==> src/include/ir_uart_pkg.sv <==
// constants and types for the infrared serial port control registers
package ir_uart_pkg;
	// ------------------------------------------------------------
	// register indices and byte addresses (byte address = 4 * index)
	// ------------------------------------------------------------
	localparam logic [7:0] LINE_FORMAT_IDX = 8'h40;
	localparam logic [7:0] IRQ_ENABLE_IDX = 8'h41;
	localparam logic [7:0] NINTH_BIT_IDX = 8'h42;
	localparam logic [7:0] STATUS_IDX = 8'h43;
	localparam logic [7:0] DATA_IDX = 8'h47;
	localparam logic [11:0] LINE_FORMAT_ADDR = {2'h0, LINE_FORMAT_IDX, 2'h0};
	localparam logic [11:0] IRQ_ENABLE_ADDR = {2'h0, IRQ_ENABLE_IDX, 2'h0};
	localparam logic [11:0] NINTH_BIT_ADDR = {2'h0, NINTH_BIT_IDX, 2'h0};
	localparam logic [11:0] STATUS_ADDR = {2'h0, STATUS_IDX, 2'h0};
	localparam logic [11:0] DATA_ADDR = {2'h0, DATA_IDX, 2'h0};
	// ------------------------------------------------------------
	// field positions
	// ------------------------------------------------------------
	localparam int LOOPBACK_BIT = 7;
	localparam int MODULE_ON_BIT = 6;
	localparam int NINE_SEL_BIT = 4;
	localparam int EXIT_SEL_BIT = 3;
	localparam int IDLE_START_BIT = 2;
	localparam int PARITY_ON_BIT = 1;
	localparam int PARITY_ODD_BIT = 0;
	localparam int TX_EMPTY_IE_BIT = 7;
	localparam int TX_DONE_IE_BIT = 6;
	localparam int RX_FULL_IE_BIT = 5;
	localparam int IDLE_IE_BIT = 4;
	localparam int TX_ON_BIT = 3;
	localparam int RX_ON_BIT = 2;
	localparam int STANDBY_BIT = 1;
	localparam int BREAK_BIT = 0;
	localparam int RX_NINTH_BIT = 7;
	localparam int TX_NINTH_BIT = 6;
	localparam int ST_TX_EMPTY_BIT = 7;
	localparam int ST_TX_DONE_BIT = 6;
	localparam int ST_RX_FULL_BIT = 5;
	localparam int ST_IDLE_BIT = 4;
	localparam int ST_FRAME_ERR_BIT = 1;
	localparam int ST_PARITY_ERR_BIT = 0;
	// ------------------------------------------------------------
	// reset values, frame and timing constants
	// ------------------------------------------------------------
	localparam logic [7:0] LINE_FORMAT_RESET = 8'h00;
	localparam logic [7:0] IRQ_ENABLE_RESET = 8'h00;
	localparam logic [3:0] FRAME_LEN_8 = 4'ha;
	localparam logic [3:0] FRAME_LEN_9 = 4'hb;
	localparam logic [3:0] DATA_LEN_8 = 4'h8;
	localparam logic [3:0] DATA_LEN_9 = 4'h9;
	localparam logic [3:0] GUARD_LEN = 4'h1;
	localparam int BIT_CYCLES_DEFAULT = 16;
	localparam logic [1:0] RESP_OKAY = 2'h0;
	localparam logic [1:0] RESP_SLVERR = 2'h2;
	// ------------------------------------------------------------
	// state types
	// ------------------------------------------------------------
	typedef enum logic [1:0] {TX_IDLE = 2'h0, TX_SHIFT = 2'h1} tx_state_t;
	typedef enum logic [1:0] {RX_IDLE = 2'h0, RX_START = 2'h1, RX_DATA = 2'h3} rx_state_t;
endpackage : ir_uart_pkg

==> src/include/tx_link_if.sv <==
// link between the transmit controller and the bit shifter
`timescale 1ns/1ps
interface tx_link_if;
	logic start;
	logic [10:0] frame;
	logic [3:0] len;
	logic bit_tick;
	logic busy;
	logic ser_out;
	modport ctrl (output start, output frame, output len, output bit_tick,
		input busy, input ser_out);
	modport eng (input start, input frame, input len, input bit_tick,
		output busy, output ser_out);
endinterface : tx_link_if

==> src/tx_shifter.sv <==
// transmit shift register, sends one frame lsb first at the bit rate
`timescale 1ns/1ps
module tx_shifter
(
	// clock and reset
	input wire logic aclk,
	input wire logic aresetn,
	// controller side
	tx_link_if.eng link
);
	ir_uart_pkg::tx_state_t state;
	logic [10:0] shreg;
	logic [3:0] remain;
	logic hold;

	// load on start, shift one bit per tick; line rests high when idle
	// last bit is held while the next frame loads, so breaks have no high gap
	always_ff @(posedge aclk)
	begin
		if (!aresetn)
		begin
			state <= ir_uart_pkg::TX_IDLE;
			shreg <= 11'h7ff;
			remain <= 4'h0;
			hold <= 1'b0;
			link.ser_out <= 1'b1;
		end
		else
		begin
			unique case (state)
				ir_uart_pkg::TX_IDLE:
				begin
					hold <= 1'b0;
					if (link.start)
					begin
						state <= ir_uart_pkg::TX_SHIFT;
						shreg <= link.frame;
						remain <= link.len;
						link.ser_out <= link.frame[0];
					end
					else if (!hold)
						link.ser_out <= 1'b1;
				end
				ir_uart_pkg::TX_SHIFT:
				begin
					if (link.bit_tick)
					begin
						if (remain == 4'h1)
						begin
							state <= ir_uart_pkg::TX_IDLE;
							hold <= 1'b1;
						end
						else
						begin
							shreg <= {1'b1, shreg[10:1]};
							link.ser_out <= shreg[1];
						end
						remain <= remain - 4'h1;
					end
				end
				default:
				begin
					state <= ir_uart_pkg::TX_IDLE;
				end
			endcase
		end
	end

	// busy covers the whole frame including the cycle of the last bit
	assign link.busy = (state != ir_uart_pkg::TX_IDLE);
endmodule : tx_shifter

==> src/ir_uart_ctrl.sv <==
// control registers, transmitter sequencing and receiver of the serial port
//
// The implementer's own choice: the AXI4-Lite register port.
`timescale 1ns/1ps
module ir_uart_ctrl
#(
	parameter int BIT_CYCLES = ir_uart_pkg::BIT_CYCLES_DEFAULT
)
(
	// clock and reset
	input wire logic aclk,
	input wire logic aresetn,
	// axi4-lite write
	input wire logic awvalid,
	output logic awready,
	input wire logic [11:0] awaddr,
	input wire logic wvalid,
	output logic wready,
	input wire logic [31:0] wdata,
	input wire logic [3:0] wstrb,
	output logic bvalid,
	input wire logic bready,
	output logic [1:0] bresp,
	// axi4-lite read
	input wire logic arvalid,
	output logic arready,
	input wire logic [11:0] araddr,
	output logic rvalid,
	input wire logic rready,
	output logic [31:0] rdata,
	output logic [1:0] rresp,
	// serial pins
	output logic tx_pin_o,
	output logic tx_pin_oe,
	input wire logic rx_pin_i,
	// interrupt requests
	output logic tx_irq,
	output logic rx_irq
);
	// ------------------------------------------------------------
	// declarations
	// ------------------------------------------------------------
	tx_link_if link ();
	logic [7:0] line_format_ctrl;
	logic [7:0] irq_and_enable_ctrl;
	logic rx_ninth_bit, tx_ninth_bit;
	logic tx_buffer_empty, tx_done, rx_buffer_full, idle_flag;
	logic parity_err, frame_err, idle_armed;
	logic [7:0] tx_data, data_buffer_reg;
	logic aw_full, w_full, ar_take, aw_take, w_take, do_write;
	logic [11:0] waddr_q;
	logic [7:0] wbyte_q;
	logic wlane_q;
	logic wr_line, wr_ctrl, wr_ninth, wr_data, rd_data;
	logic module_on, nine, tx_on, rx_on, rx_standby, break_send;
	logic tx_on_q, pend_preamble, guard_due, can_issue;
	logic [15:0] baud_cnt;
	logic [3:0] frame_len, data_len;
	ir_uart_pkg::rx_state_t rx_state;
	logic rx_in, rx_prev, rx_en, samp, samp_val;
	logic [15:0] rx_cnt;
	logic [3:0] rx_bitn, ones_cnt;
	logic [8:0] rx_shreg, rx_char;
	logic char_done, idle_event, count_ones, mark;

	// ------------------------------------------------------------
	// helpers
	// ------------------------------------------------------------
	// word address of a bus byte address
	function automatic logic [11:0] word_of(input logic [11:0] a);
		word_of = {a[11:2], 2'h0};
	endfunction : word_of

	// parity bit over seven or eight data bits
	function automatic logic parity_of(input logic [7:0] d, input logic n9,
		input logic odd);
		parity_of = (n9 ? ^d : ^d[6:0]) ^ odd;
	endfunction : parity_of

	// frame image, lsb first: start, data or parity msb, stop
	function automatic logic [10:0] build_frame(input logic [7:0] d, input logic n9,
		input logic parity_on, input logic odd, input logic b8);
		logic p;
		p = parity_of(d, n9, odd);
		if (n9)
			build_frame = {1'b1, (parity_on ? p : b8), d, 1'b0};
		else
			build_frame = {2'h3, (parity_on ? p : d[7]), d[6:0], 1'b0};
	endfunction : build_frame

	assign module_on = line_format_ctrl[ir_uart_pkg::MODULE_ON_BIT];
	assign nine = line_format_ctrl[ir_uart_pkg::NINE_SEL_BIT];
	assign tx_on = irq_and_enable_ctrl[ir_uart_pkg::TX_ON_BIT];
	assign rx_on = irq_and_enable_ctrl[ir_uart_pkg::RX_ON_BIT];
	assign rx_standby = irq_and_enable_ctrl[ir_uart_pkg::STANDBY_BIT];
	assign break_send = irq_and_enable_ctrl[ir_uart_pkg::BREAK_BIT];
	// nine-bit select stretches every frame except the one-bit guard by one bit
	assign frame_len = nine ? ir_uart_pkg::FRAME_LEN_9 : ir_uart_pkg::FRAME_LEN_8;
	assign data_len = nine ? ir_uart_pkg::DATA_LEN_9 : ir_uart_pkg::DATA_LEN_8;

	// ------------------------------------------------------------
	// axi4-lite slave
	// ------------------------------------------------------------
	assign aw_take = awvalid & awready;
	assign w_take = wvalid & wready;
	assign ar_take = arvalid & arready;
	assign do_write = aw_full & w_full & ~bvalid;
	assign wr_line = do_write & wlane_q & (word_of(waddr_q) == ir_uart_pkg::LINE_FORMAT_ADDR);
	assign wr_ctrl = do_write & wlane_q & (word_of(waddr_q) == ir_uart_pkg::IRQ_ENABLE_ADDR);
	assign wr_ninth = do_write & wlane_q & (word_of(waddr_q) == ir_uart_pkg::NINTH_BIT_ADDR);
	assign wr_data = do_write & wlane_q & (word_of(waddr_q) == ir_uart_pkg::DATA_ADDR);
	assign rd_data = ar_take & (word_of(araddr) == ir_uart_pkg::DATA_ADDR);

	// write channels are held separately; the response waits for both
	always_ff @(posedge aclk)
	begin
		if (!aresetn)
		begin
			aw_full <= 1'b0;
			w_full <= 1'b0;
			awready <= 1'b0;
			wready <= 1'b0;
			bvalid <= 1'b0;
			bresp <= ir_uart_pkg::RESP_OKAY;
			waddr_q <= 12'h000;
			wbyte_q <= 8'h00;
			wlane_q <= 1'b0;
		end
		else
		begin
			awready <= ~(aw_full | aw_take);
			wready <= ~(w_full | w_take);
			if (aw_take)
				waddr_q <= awaddr;
			if (w_take)
			begin
				wbyte_q <= wdata[7:0];
				wlane_q <= wstrb[0];
			end
			aw_full <= do_write ? 1'b0 : (aw_full | aw_take);
			w_full <= do_write ? 1'b0 : (w_full | w_take);
			if (do_write)
			begin
				bvalid <= 1'b1;
				bresp <= (wr_line | wr_ctrl | wr_ninth | wr_data) ||
					(word_of(waddr_q) == ir_uart_pkg::STATUS_ADDR) || !wlane_q ?
					ir_uart_pkg::RESP_OKAY : ir_uart_pkg::RESP_SLVERR;
			end
			else if (bready)
				bvalid <= 1'b0;
		end
	end

	// read answer one cycle after the address is taken
	always_ff @(posedge aclk)
	begin
		if (!aresetn)
		begin
			arready <= 1'b0;
			rvalid <= 1'b0;
			rdata <= 32'h0000_0000;
			rresp <= ir_uart_pkg::RESP_OKAY;
		end
		else
		begin
			arready <= ~(ar_take | (rvalid & ~rready));
			if (ar_take)
			begin
				rvalid <= 1'b1;
				rresp <= ir_uart_pkg::RESP_OKAY;
				unique case (word_of(araddr))
					ir_uart_pkg::LINE_FORMAT_ADDR: rdata <= {24'h0, line_format_ctrl};
					ir_uart_pkg::IRQ_ENABLE_ADDR: rdata <= {24'h0, irq_and_enable_ctrl};
					ir_uart_pkg::NINTH_BIT_ADDR: rdata <= {24'h0, rx_ninth_bit, tx_ninth_bit, 6'h0};
					ir_uart_pkg::STATUS_ADDR: rdata <= {24'h0, tx_buffer_empty, tx_done,
						rx_buffer_full, idle_flag, 2'h0, frame_err, parity_err};
					ir_uart_pkg::DATA_ADDR: rdata <= {24'h0, data_buffer_reg};
					default:
					begin
						rdata <= 32'h0000_0000;
						rresp <= ir_uart_pkg::RESP_SLVERR;
					end
				endcase
			end
			else if (rready)
				rvalid <= 1'b0;
		end
	end

	// ------------------------------------------------------------
	// control registers
	// ------------------------------------------------------------
	// line format; unused bit 5 reads zero
	always_ff @(posedge aclk)
	begin
		if (!aresetn)
			line_format_ctrl <= ir_uart_pkg::LINE_FORMAT_RESET;
		else if (wr_line)
			line_format_ctrl <= wbyte_q & 8'hdf;
	end

	// direction bits ignore writes while the module is off; a write wins over a wakeup
	always_ff @(posedge aclk)
	begin
		if (!aresetn)
			irq_and_enable_ctrl <= ir_uart_pkg::IRQ_ENABLE_RESET;
		else if (wr_ctrl)
		begin
			irq_and_enable_ctrl[7:4] <= wbyte_q[7:4];
			irq_and_enable_ctrl[1:0] <= wbyte_q[1:0];
			if (module_on)
				irq_and_enable_ctrl[3:2] <= wbyte_q[3:2];
		end
		else if (idle_event && rx_standby && !line_format_ctrl[ir_uart_pkg::EXIT_SEL_BIT])
			irq_and_enable_ctrl[ir_uart_pkg::STANDBY_BIT] <= 1'b0;
		else if (char_done && rx_standby && mark && line_format_ctrl[ir_uart_pkg::EXIT_SEL_BIT])
			irq_and_enable_ctrl[ir_uart_pkg::STANDBY_BIT] <= 1'b0;
	end

	// ninth bits and transmit data buffer are not touched by reset
	always_ff @(posedge aclk)
	begin
		if (wr_ninth)
			tx_ninth_bit <= wbyte_q[ir_uart_pkg::TX_NINTH_BIT];
		if (wr_data)
			tx_data <= wbyte_q;
	end

	// ------------------------------------------------------------
	// baud divider and transmit sequencing
	// ------------------------------------------------------------
	// divider stops with the module so the bit rate restarts cleanly
	always_ff @(posedge aclk)
	begin
		if (!aresetn || !module_on || baud_cnt == 16'(BIT_CYCLES - 1))
			baud_cnt <= 16'h0000;
		else
			baud_cnt <= baud_cnt + 16'h0001;
	end
	always_ff @(posedge aclk)
	begin
		if (!aresetn)
			link.bit_tick <= 1'b0;
		else
			link.bit_tick <= module_on && baud_cnt == 16'(BIT_CYCLES - 1);
	end

	// start is a flop, so one idle cycle is skipped before busy shows;
	// nothing issues in the cycle tx on rises, so the preamble is queued first
	assign can_issue = module_on & tx_on & tx_on_q & ~link.busy & ~link.start;

	// break beats preamble, then guard one, then data; tx off stops new frames only
	always_ff @(posedge aclk)
	begin
		if (!aresetn)
		begin
			tx_on_q <= 1'b0;
			pend_preamble <= 1'b0;
			guard_due <= 1'b0;
			link.start <= 1'b0;
			link.frame <= 11'h7ff;
			link.len <= ir_uart_pkg::FRAME_LEN_8;
		end
		else
		begin
			tx_on_q <= tx_on;
			link.start <= 1'b0;
			if (can_issue && break_send)
			begin
				link.start <= 1'b1;
				link.frame <= 11'h000;
				link.len <= frame_len;
				pend_preamble <= 1'b0;
				guard_due <= 1'b1;
			end
			else if (can_issue && (pend_preamble || guard_due))
			begin
				link.start <= 1'b1;
				link.frame <= 11'h7ff;
				link.len <= pend_preamble ? frame_len : ir_uart_pkg::GUARD_LEN;
				pend_preamble <= 1'b0;
				guard_due <= 1'b0;
			end
			else if (can_issue && !tx_buffer_empty)
			begin
				link.start <= 1'b1;
				link.frame <= build_frame(tx_data, nine,
					line_format_ctrl[ir_uart_pkg::PARITY_ON_BIT],
					line_format_ctrl[ir_uart_pkg::PARITY_ODD_BIT], tx_ninth_bit);
				link.len <= frame_len;
			end
			else if (tx_on && !tx_on_q && module_on)
				pend_preamble <= 1'b1;
		end
	end

	// empty set on hand-off wins over a data write in the same cycle
	always_ff @(posedge aclk)
	begin
		if (!aresetn || !module_on)
			tx_buffer_empty <= 1'b1;
		else if (can_issue && !break_send && !pend_preamble && !guard_due && !tx_buffer_empty)
			tx_buffer_empty <= 1'b1;
		else if (wr_data)
			tx_buffer_empty <= 1'b0;
	end
	always_ff @(posedge aclk)
	begin
		if (!aresetn || !module_on)
			tx_done <= 1'b1;
		else
			tx_done <= tx_buffer_empty & ~wr_data & ~link.busy & ~link.start &
				~pend_preamble & ~guard_due & ~(break_send & tx_on);
	end

	// push-pull output enabled while the module is on and tx on, a frame is busy or the line is low
	always_ff @(posedge aclk)
	begin
		if (!aresetn)
		begin
			tx_pin_o <= 1'b1;
			tx_pin_oe <= 1'b0;
		end
		else
		begin
			tx_pin_o <= link.ser_out;
			tx_pin_oe <= module_on & (tx_on | link.busy | ~link.ser_out);
		end
	end

	tx_shifter u_tx_shifter
	(
		.aclk(aclk),
		.aresetn(aresetn),
		.link(link)
	);

	// ------------------------------------------------------------
	// receiver
	// ------------------------------------------------------------
	assign rx_en = module_on & rx_on;
	// loopback takes the raw shifter output, ahead of any line coding
	assign rx_in = line_format_ctrl[ir_uart_pkg::LOOPBACK_BIT] ? link.ser_out : rx_pin_i;
	assign samp = (rx_state == ir_uart_pkg::RX_IDLE) ? link.bit_tick : (rx_cnt == 16'h0000);
	assign samp_val = rx_in;
	assign char_done = (rx_state == ir_uart_pkg::RX_DATA) && samp && (rx_bitn == data_len);
	assign rx_char = nine ? rx_shreg : {1'b0, rx_shreg[8:1]};
	assign mark = nine ? rx_char[8] : rx_char[7];

	// start edge realigns the sample point to mid-bit
	always_ff @(posedge aclk)
	begin
		if (!aresetn || !rx_en)
		begin
			rx_state <= ir_uart_pkg::RX_IDLE;
			rx_prev <= 1'b1;
			rx_cnt <= 16'h0000;
			rx_bitn <= 4'h0;
			rx_shreg <= 9'h000;
		end
		else
		begin
			rx_prev <= rx_in;
			rx_cnt <= (rx_cnt == 16'h0000) ? 16'(BIT_CYCLES - 1) : rx_cnt - 16'h0001;
			unique case (rx_state)
				ir_uart_pkg::RX_IDLE:
				begin
					if (rx_prev && !rx_in)
					begin
						rx_state <= ir_uart_pkg::RX_START;
						rx_cnt <= 16'(BIT_CYCLES / 2 - 1);
					end
				end
				ir_uart_pkg::RX_START:
				begin
					if (samp)
						rx_state <= samp_val ? ir_uart_pkg::RX_IDLE : ir_uart_pkg::RX_DATA;
					rx_bitn <= 4'h0;
				end
				ir_uart_pkg::RX_DATA:
				begin
					if (samp && rx_bitn != data_len)
					begin
						rx_shreg <= {samp_val, rx_shreg[8:1]};
						rx_bitn <= rx_bitn + 4'h1;
					end
					if (char_done)
						rx_state <= ir_uart_pkg::RX_IDLE;
				end
				default:
					rx_state <= ir_uart_pkg::RX_IDLE;
			endcase
		end
	end

	// ones counted in idle only, or also inside the frame after the start bit
	assign count_ones = (rx_state == ir_uart_pkg::RX_IDLE) ||
		(rx_state == ir_uart_pkg::RX_DATA && !line_format_ctrl[ir_uart_pkg::IDLE_START_BIT]);
	assign idle_event = rx_en && samp && samp_val && count_ones && ones_cnt == frame_len - 4'h1;
	always_ff @(posedge aclk)
	begin
		if (!aresetn || !rx_en || (samp && !samp_val))
			ones_cnt <= 4'h0;
		else if (samp && count_ones && ones_cnt != frame_len)
			ones_cnt <= ones_cnt + 4'h1;
	end

	// standby drops characters unless an address mark wakes the receiver
	always_ff @(posedge aclk)
	begin
		if (char_done && (!rx_standby || (mark && line_format_ctrl[ir_uart_pkg::EXIT_SEL_BIT])))
		begin
			data_buffer_reg <= rx_char[7:0];
			rx_ninth_bit <= mark;
		end
	end

	// receive flags: a hardware set wins over the clearing data read
	always_ff @(posedge aclk)
	begin
		if (!aresetn)
		begin
			rx_buffer_full <= 1'b0;
			idle_flag <= 1'b0;
			idle_armed <= 1'b0;
			parity_err <= 1'b0;
			frame_err <= 1'b0;
		end
		else if (char_done && (!rx_standby || (mark && line_format_ctrl[ir_uart_pkg::EXIT_SEL_BIT])))
		begin
			rx_buffer_full <= 1'b1;
			idle_armed <= 1'b1;
			parity_err <= line_format_ctrl[ir_uart_pkg::PARITY_ON_BIT] &&
				(mark != parity_of(rx_char[7:0], nine,
				line_format_ctrl[ir_uart_pkg::PARITY_ODD_BIT]));
			frame_err <= ~samp_val;
			if (rd_data)
				idle_flag <= 1'b0;
		end
		else if (idle_event && idle_armed && !rx_standby)
		begin
			idle_flag <= 1'b1;
			idle_armed <= 1'b0;
			if (rd_data)
			begin
				rx_buffer_full <= 1'b0;
				parity_err <= 1'b0;
				frame_err <= 1'b0;
			end
		end
		else if (rd_data)
		begin
			rx_buffer_full <= 1'b0;
			idle_flag <= 1'b0;
			parity_err <= 1'b0;
			frame_err <= 1'b0;
		end
	end

	// ------------------------------------------------------------
	// interrupt requests
	// ------------------------------------------------------------
	always_ff @(posedge aclk)
	begin
		if (!aresetn)
		begin
			tx_irq <= 1'b0;
			rx_irq <= 1'b0;
		end
		else
		begin
			tx_irq <= module_on &
				((irq_and_enable_ctrl[ir_uart_pkg::TX_EMPTY_IE_BIT] & tx_buffer_empty) |
				(irq_and_enable_ctrl[ir_uart_pkg::TX_DONE_IE_BIT] & tx_done));
			rx_irq <= ~rx_standby &
				((irq_and_enable_ctrl[ir_uart_pkg::RX_FULL_IE_BIT] & rx_buffer_full) |
				(irq_and_enable_ctrl[ir_uart_pkg::IDLE_IE_BIT] & idle_flag));
		end
	end
endmodule : ir_uart_ctrl

==> config.mk <==
export PLATFORM = sky130hd
export DESIGN_NAME = ir_uart_ctrl
export DESIGN_NICKNAME = d
export VERILOG_FILES = /design/src/include/ir_uart_pkg.sv /design/src/include/tx_link_if.sv /design/src/tx_shifter.sv /design/src/ir_uart_ctrl.sv
export SDC_FILE = /design/constraint.sdc
export NUM_CORES = 1
export LEC_CHECK = 0
export BUFFER_PORTS_ARGS = -buffer_cell sky130_fd_sc_hd__buf_2
export CAP_MARGIN = 20
export CORE_MARGIN = 4
export CORE_UTILIZATION = 45
export CTS_CLUSTER_DIAMETER = 80
export CTS_CLUSTER_SIZE = 20
export DETAILED_ROUTE_END_ITERATION = 12
export PLACE_DENSITY_LB_ADDON = 0.3
export SYNTH_ARGS = -nofsm -noshare
export SYNTH_HDL_FRONTEND = slang
export SYNTH_HIERARCHICAL = 1
export SYNTH_SLANG_ARGS = --single-unit
==> constraint.sdc <==
create_clock -name aclk -period 2.3 [get_ports aclk]
set_clock_uncertainty 0.15 [all_clocks]
set_input_delay 0.46 -clock aclk [delete_from_list [all_inputs] [get_ports aclk]]
set_output_delay 0.46 -clock aclk [all_outputs]
set_load 0.01 [all_outputs]
# --- Word level (Yosys, flattened, before mapping) ---
# Index checks and enable logic that the tools add are counted.
totals:
  register_bits: 199
  output_inout_bits: 45
  word_cells: 301
op_classes:
  n_addsub: 6
  eq_ne: 29
  muxes: 71
  bitwise: 59
  n_reduce_logical: 85
op_table:
  columns: ["op", "n"]
  rows:
  - ["10-bit by 7-bit == test with 1-bit output (second input constant)", 10]
  - ["11-bit 2-to-1 mux", 6]
  - ["16-bit 2-to-1 mux", 3]
  - ["8-bit one-hot mux with 5 select lines", 1]
  - ["1-bit 2-to-1 mux", 36]
  - ["1-bit logical AND", 32]
  - ["1-bit AND", 31]
  - ["4-bit 2-to-1 mux", 7]
  - ["11-bit one-hot mux with 2 select lines", 1]
  - ["2-bit 2-to-1 mux", 9]
  - ["16-bit by 1-bit adder with 16-bit output (second input constant)", 1]
  - ["16-bit by 4-bit == test with 1-bit output (second input constant)", 1]
  - ["16-bit logical NOT", 1]
  - ["1-bit inverter", 16]
  - ["4-bit one-hot mux with 2 select lines", 2]
  - ["2-bit nonzero test", 8]
  - ["8-bit parity", 2]
  - ["16-bit by 1-bit subtractor with 16-bit output (second input constant)", 1]
  - ["7-bit parity", 2]
  - ["1-bit logical NOT", 13]
  - ["3-bit AND reduction", 4]
  - ["10-bit 2-to-1 mux", 1]
  - ["2-bit inequality test (second input constant)", 5]
  - ["1-bit OR", 10]
  - ["other kinds (23)", 47]

# --- Depth between registers and ports, before layout ---
depth:
  ltp_word: 11
  depth_mapped: 9
  mapped_depth_nobuf: 7

# --- Cells and area by module ---
# The synthesis kept the hierarchy.
by_module_without_submodules:
  columns: ["module", "n_inst", "cells_each", "area_per_inst_um2", "seq_area_each_um2"]
  rows:
  - ["ir_uart_ctrl", 1, 696, 6565.0, 3183.1]
  - ["tx_shifter", 1, 105, 927.1, 340.3]

# --- Worst setup path before layout ---
# OpenSTA, ideal clock, no wires.
synth_path:
  path_kind: "register -> register"
  from: "reg rx_cnt[0]"
  to: "reg data_buffer_reg[0], enable pin"
  setup_ns: 0.398
  arrival_ns: 1.957
  slack_ns: -0.205
  path_stages_with_launch: 6
  synth_period_minus_slack_ns: 2.505
  path_cell_list: "dfxtp_1 -> inv_1 -> ha_1 -> nor4b_1 -> nand4_1 -> a2111oi_2"
synth_via:
  elab_chain_cells: 5
synth_rtl:
  columns: ["element", "line", "text"]
  rows:
  - ["start: declaration", "ir_uart_ctrl.sv:61", "logic [15:0] rx_cnt;"]
  - ["start signal: assignment", "ir_uart_ctrl.sv:364", "rx_cnt <= (rx_cnt == 16'h0000) ? 16'(BIT_CYCLES - 1) : rx_cnt - 16'h0001;"]
  - ["start signal: assignment", "ir_uart_ctrl.sv:371", "rx_cnt <= 16'(BIT_CYCLES / 2 - 1);"]
  - ["16-bit logical NOT", "ir_uart_ctrl.sv:344", "assign samp = (rx_state == ir_uart_pkg::RX_IDLE) ? link.bit_tick : (rx_cnt == 16'h0000);"]
  - ["1-bit 2-to-1 mux", "ir_uart_ctrl.sv:344", null]
  - ["1-bit logical AND (2 in series)", "ir_uart_ctrl.sv:346", "assign char_done = (rx_state == ir_uart_pkg::RX_DATA) && samp && (rx_bitn == data_len);"]
  - ["1-bit logical AND", "ir_uart_ctrl.sv:411", "if (char_done && (!rx_standby || (mark && line_format_ctrl[ir_uart_pkg::EXIT_SEL_BIT])))"]
  - ["end signal: assignment", "ir_uart_ctrl.sv:413", "data_buffer_reg <= rx_char[7:0];"]
  - ["end: declaration", "ir_uart_ctrl.sv:49", "logic [7:0] tx_data, data_buffer_reg;"]
# No other way between the ends.
# A chain may end at the register's enable or synchronous reset.

# --- Worst setup path in the final report ---
layout_path:
  from: "reg rx_cnt[0]"
  to: "reg idle_armed"
layout_via:
  elab_chain_cells: 9
layout_rtl:
  columns: ["element", "line", "text"]
  rows:
  - ["16-bit logical NOT (*)", "ir_uart_ctrl.sv:344", null]
  - ["1-bit 2-to-1 mux (*)", "ir_uart_ctrl.sv:344", null]
  - ["1-bit logical AND (4 in series)", "ir_uart_ctrl.sv:399", "assign idle_event = rx_en && samp && samp_val && count_ones && ones_cnt == frame_len - 4'h1;"]
  - ["1-bit logical AND (2 in series)", "ir_uart_ctrl.sv:440", "else if (idle_event && idle_armed && !rx_standby)"]
  - ["2-bit nonzero test (no source line)", null, null]
  - ["end signal: assignment", "ir_uart_ctrl.sv:425", "idle_armed <= 1'b0;"]
  - ["end signal: assignment", "ir_uart_ctrl.sv:432", "idle_armed <= 1'b1;"]
  - ["end signal: assignment", "ir_uart_ctrl.sv:443", "idle_armed <= 1'b0;"]
  - ["end: declaration", "ir_uart_ctrl.sv:48", "logic parity_err, frame_err, idle_armed;"]
# Mark *: on every way between the ends. The rest lies on a longest branch, timed or not.

==> metrics.txt <==
status=completed; relative slew slack=59.0%; cts bufs inserted=17; Final Hold Vio Count=0; worst-skew pair later-pin latency=0.42 ns; synth-to-layout area growth=15.1%; Final period util=between 90% and 100%; synthesized cell area=between 7000 and 8000 um^2; Critical Path AT=between 2 and 2.5 ns; asr flop ratio synth=0%; nets=~950; Max clock buf depth=2; Setup crit start=rx_cnt[0]; Synth Area per Inst=~9.4 um^2; Worst-path clk slew=around 0.060 ns; worst path buffer plus inverter count=1; number of global-route vias before repair=approximately 5.3k; R2R Path Start=rx_cnt[0]; Die X=137 um; final wirelength=15300 um; GP Congestion=around 0.85; DR WL/cell=13.9 um; worst vdd ir=roughly 0.52 mV; num rows=between 40 and 50; cells on worst reg2reg path=7; largest net degree at the start of global routing=39; commonest cells after routing, fill and taps aside=148 x dfxtp_1, 93 x nor2_1, 87 x nand2_1; Worst Hold Class=in2reg; slowest stage delay, CP=slightly above 0.5 ns; Synth top area share=about 40%; final count of pins violating max slew=0; area leader, netlist=dfxtp_1; Die Y=137 um; Initial Utilization=46.5%; Met1 Wirelength=about 7500 um; synth unique cells=76; CP Class=reg2reg; First-pass DRT Iterations=4; CTS H-tree depth=4; ANT cells=0; ys flop type=dfxtp_1; Final setup viols=0; global-route usage over all layers=between 15 and 20%; CP startpoint kind=register; Via density=approximately 5; Tot Pwr=about 0.0059 W; register area share after synthesis=47.0%; met3 routed WL=616 um; WP depth=7; Critical Path RT=around 2.5 ns; minimum clock period=~2.2 ns; FF-to-FF setup slack=around 0.11 ns; crit-path max FO=7; met2 WL post-DR=roughly 6800 um; post-DP HPWL=10800 um; Overflow after GRT=0; crit path cell chain=inv_1 -> ha_1 -> nor4b_2 -> nand4_1 -> o31a_1 -> or4_4 -> o211a_1; top cells by area, synth=dfxtp_1 40%, edfxtp_1 7.2%, nor2_1 4.7%, nand2_1 4.4%, mux2i_1 4.3%; Clock Sinks=about 170; Syn Inst Count=~800; CP Capture Type=register; Root Buffer=clkbuf_16; max-cap violation count=0; CP max-delay cell=or4_4; Peak Freq=~460 MHz; pwr/cell area=roughly 700 nW/um^2; first-pass GRT wire length=between 20000 and 30000 um; Setup crit end=idle_armed; WHS=roughly 0.12 ns; top sig layer=met4; #FFs+latches synth=167; drt drc=0; Synthesis Warnings=6; leakage power=between 3 and 4 nW; antenna viol nets, final=0; Initial DRC Count=362; DR vias=5670; die area=18800 um^2; Post-Route Setup TNS=0 ns; number of flops mapped to enable cells by yosys=18; Least-Margin Pin Slew=0.614 ns; initial antenna violation count=0; commonest non-fill, non-tap cell in the layout=dfxtp_1; Buffers on Ports=between 50 and 60; # IOs=about 110; Post-Place Cells=1070; pre-CTS WS=slightly below 0.07 ns; share of cells above drive strength 1=~18%; crit-path leading delay family=simple AND/OR/NAND/NOR gates; Finished Layout Cells=roughly 1.1k; fin worst setup slack=roughly 0.11 ns; core area=about 16000 um^2; largest registers=baud_cnt (16), rx_cnt (16), link.frame (11); CTS tree=done; r2r endpoint=idle_armed
where the power goes:
part           switching (W)  internal [W]
Clock                0.00114       0.00154
Sequential         0.0000270       0.00297
Combinational       0.000122     0.0000672
Total                0.00129       0.00458
Yosys cell counts, types with 13 or more instances:
cell type,n
dfxtp_1,149
nor2_1,93
nand2_1,87
a21oi_1,50
mux2i_1,32
nand3_1,31
xnor2_1,28
o21ai_0,27
buf_4,26
clkbuf_1,22
edfxtp_1,18
nor3_1,18
a211oi_1,17
nor2b_1,17
mux2_2,16
xor2_1,15
inv_1,13
how the worst min path moves through the flow:
stage / to / depth (start not counted) / startpoint
2_1_floorplan: wready / 1 / w_full
3_3_place_gp: waddr_q[8] / 2 / waddr_q[8]
3_5_place_dp: idle_flag / 2 / idle_armed
4_1_cts: waddr_q[4] / 3 / awaddr[4]
5_1_grt: waddr_q[8] / 3 / awaddr[8]
6_report: waddr_q[9] / 3 / awaddr[9]
layer usage:
layer / global-route usage [%] / vias to the layer above
met5: 0 / -
met4: 7.48 / 0
met3: 3.53 / 29
met2: 25.4 / 108
met1: 23.6 / 2632
li1: - / 2901
logic make-up after synthesis:
| group | Yosys count | synth area share, % |
|---|---|---|
| simple gates | 318 | 21.3 |
| flops | 167 | 47.0 |
| compound gates | 139 | 12.0 |
| buf+inv | 73 | 5.38 |
| mux | 49 | 6.88 |
| xor+xnor | 47 | 6.18 |
| fa+ha+maj | 7 | 1.17 |
| other cells | 1 | 0.0501 |
area by class of cell:
class / instances / area (um^2)
Tap cell: 216 / 270
Clock buffer: 20 / 458
Inverter: 14 / 52.6
Fill cell: 1499 / 7490
Multi-Input combinational cell: 587 / 3690
Timing Repair Buffer: 87 / 528
Clock inverter: 12 / 101
Sequential cell: 167 / 3520
worst min-delay path, delay by kind of cell:
family	cells	cell delay [ns]
AOI/OAI and AO/OA	1	0.05
and+or+nand+nor	1	0.04
buffers and inverters	1	0.09
timing repair:
action	in CTS	in global routing
setup buffers	0	1
gates resized for setup	0	3
endpoints found under the hold margin	0	0
hold buffers	0	0
endpoints found under the setup margin	0	7
metrics by stage:
step | cell area [um^2] | util, %
2_1_floorplan | 7600 | -
3_3_place_gp | 8050 | 49.9
3_5_place_dp | 8050 | 49.9
4_1_cts | 8610 | 53.4
5_1_grt | 8620 | 53.5
6_report | 8620 | 53.5
No activity file was read; power rests on OpenSTA's default activity.
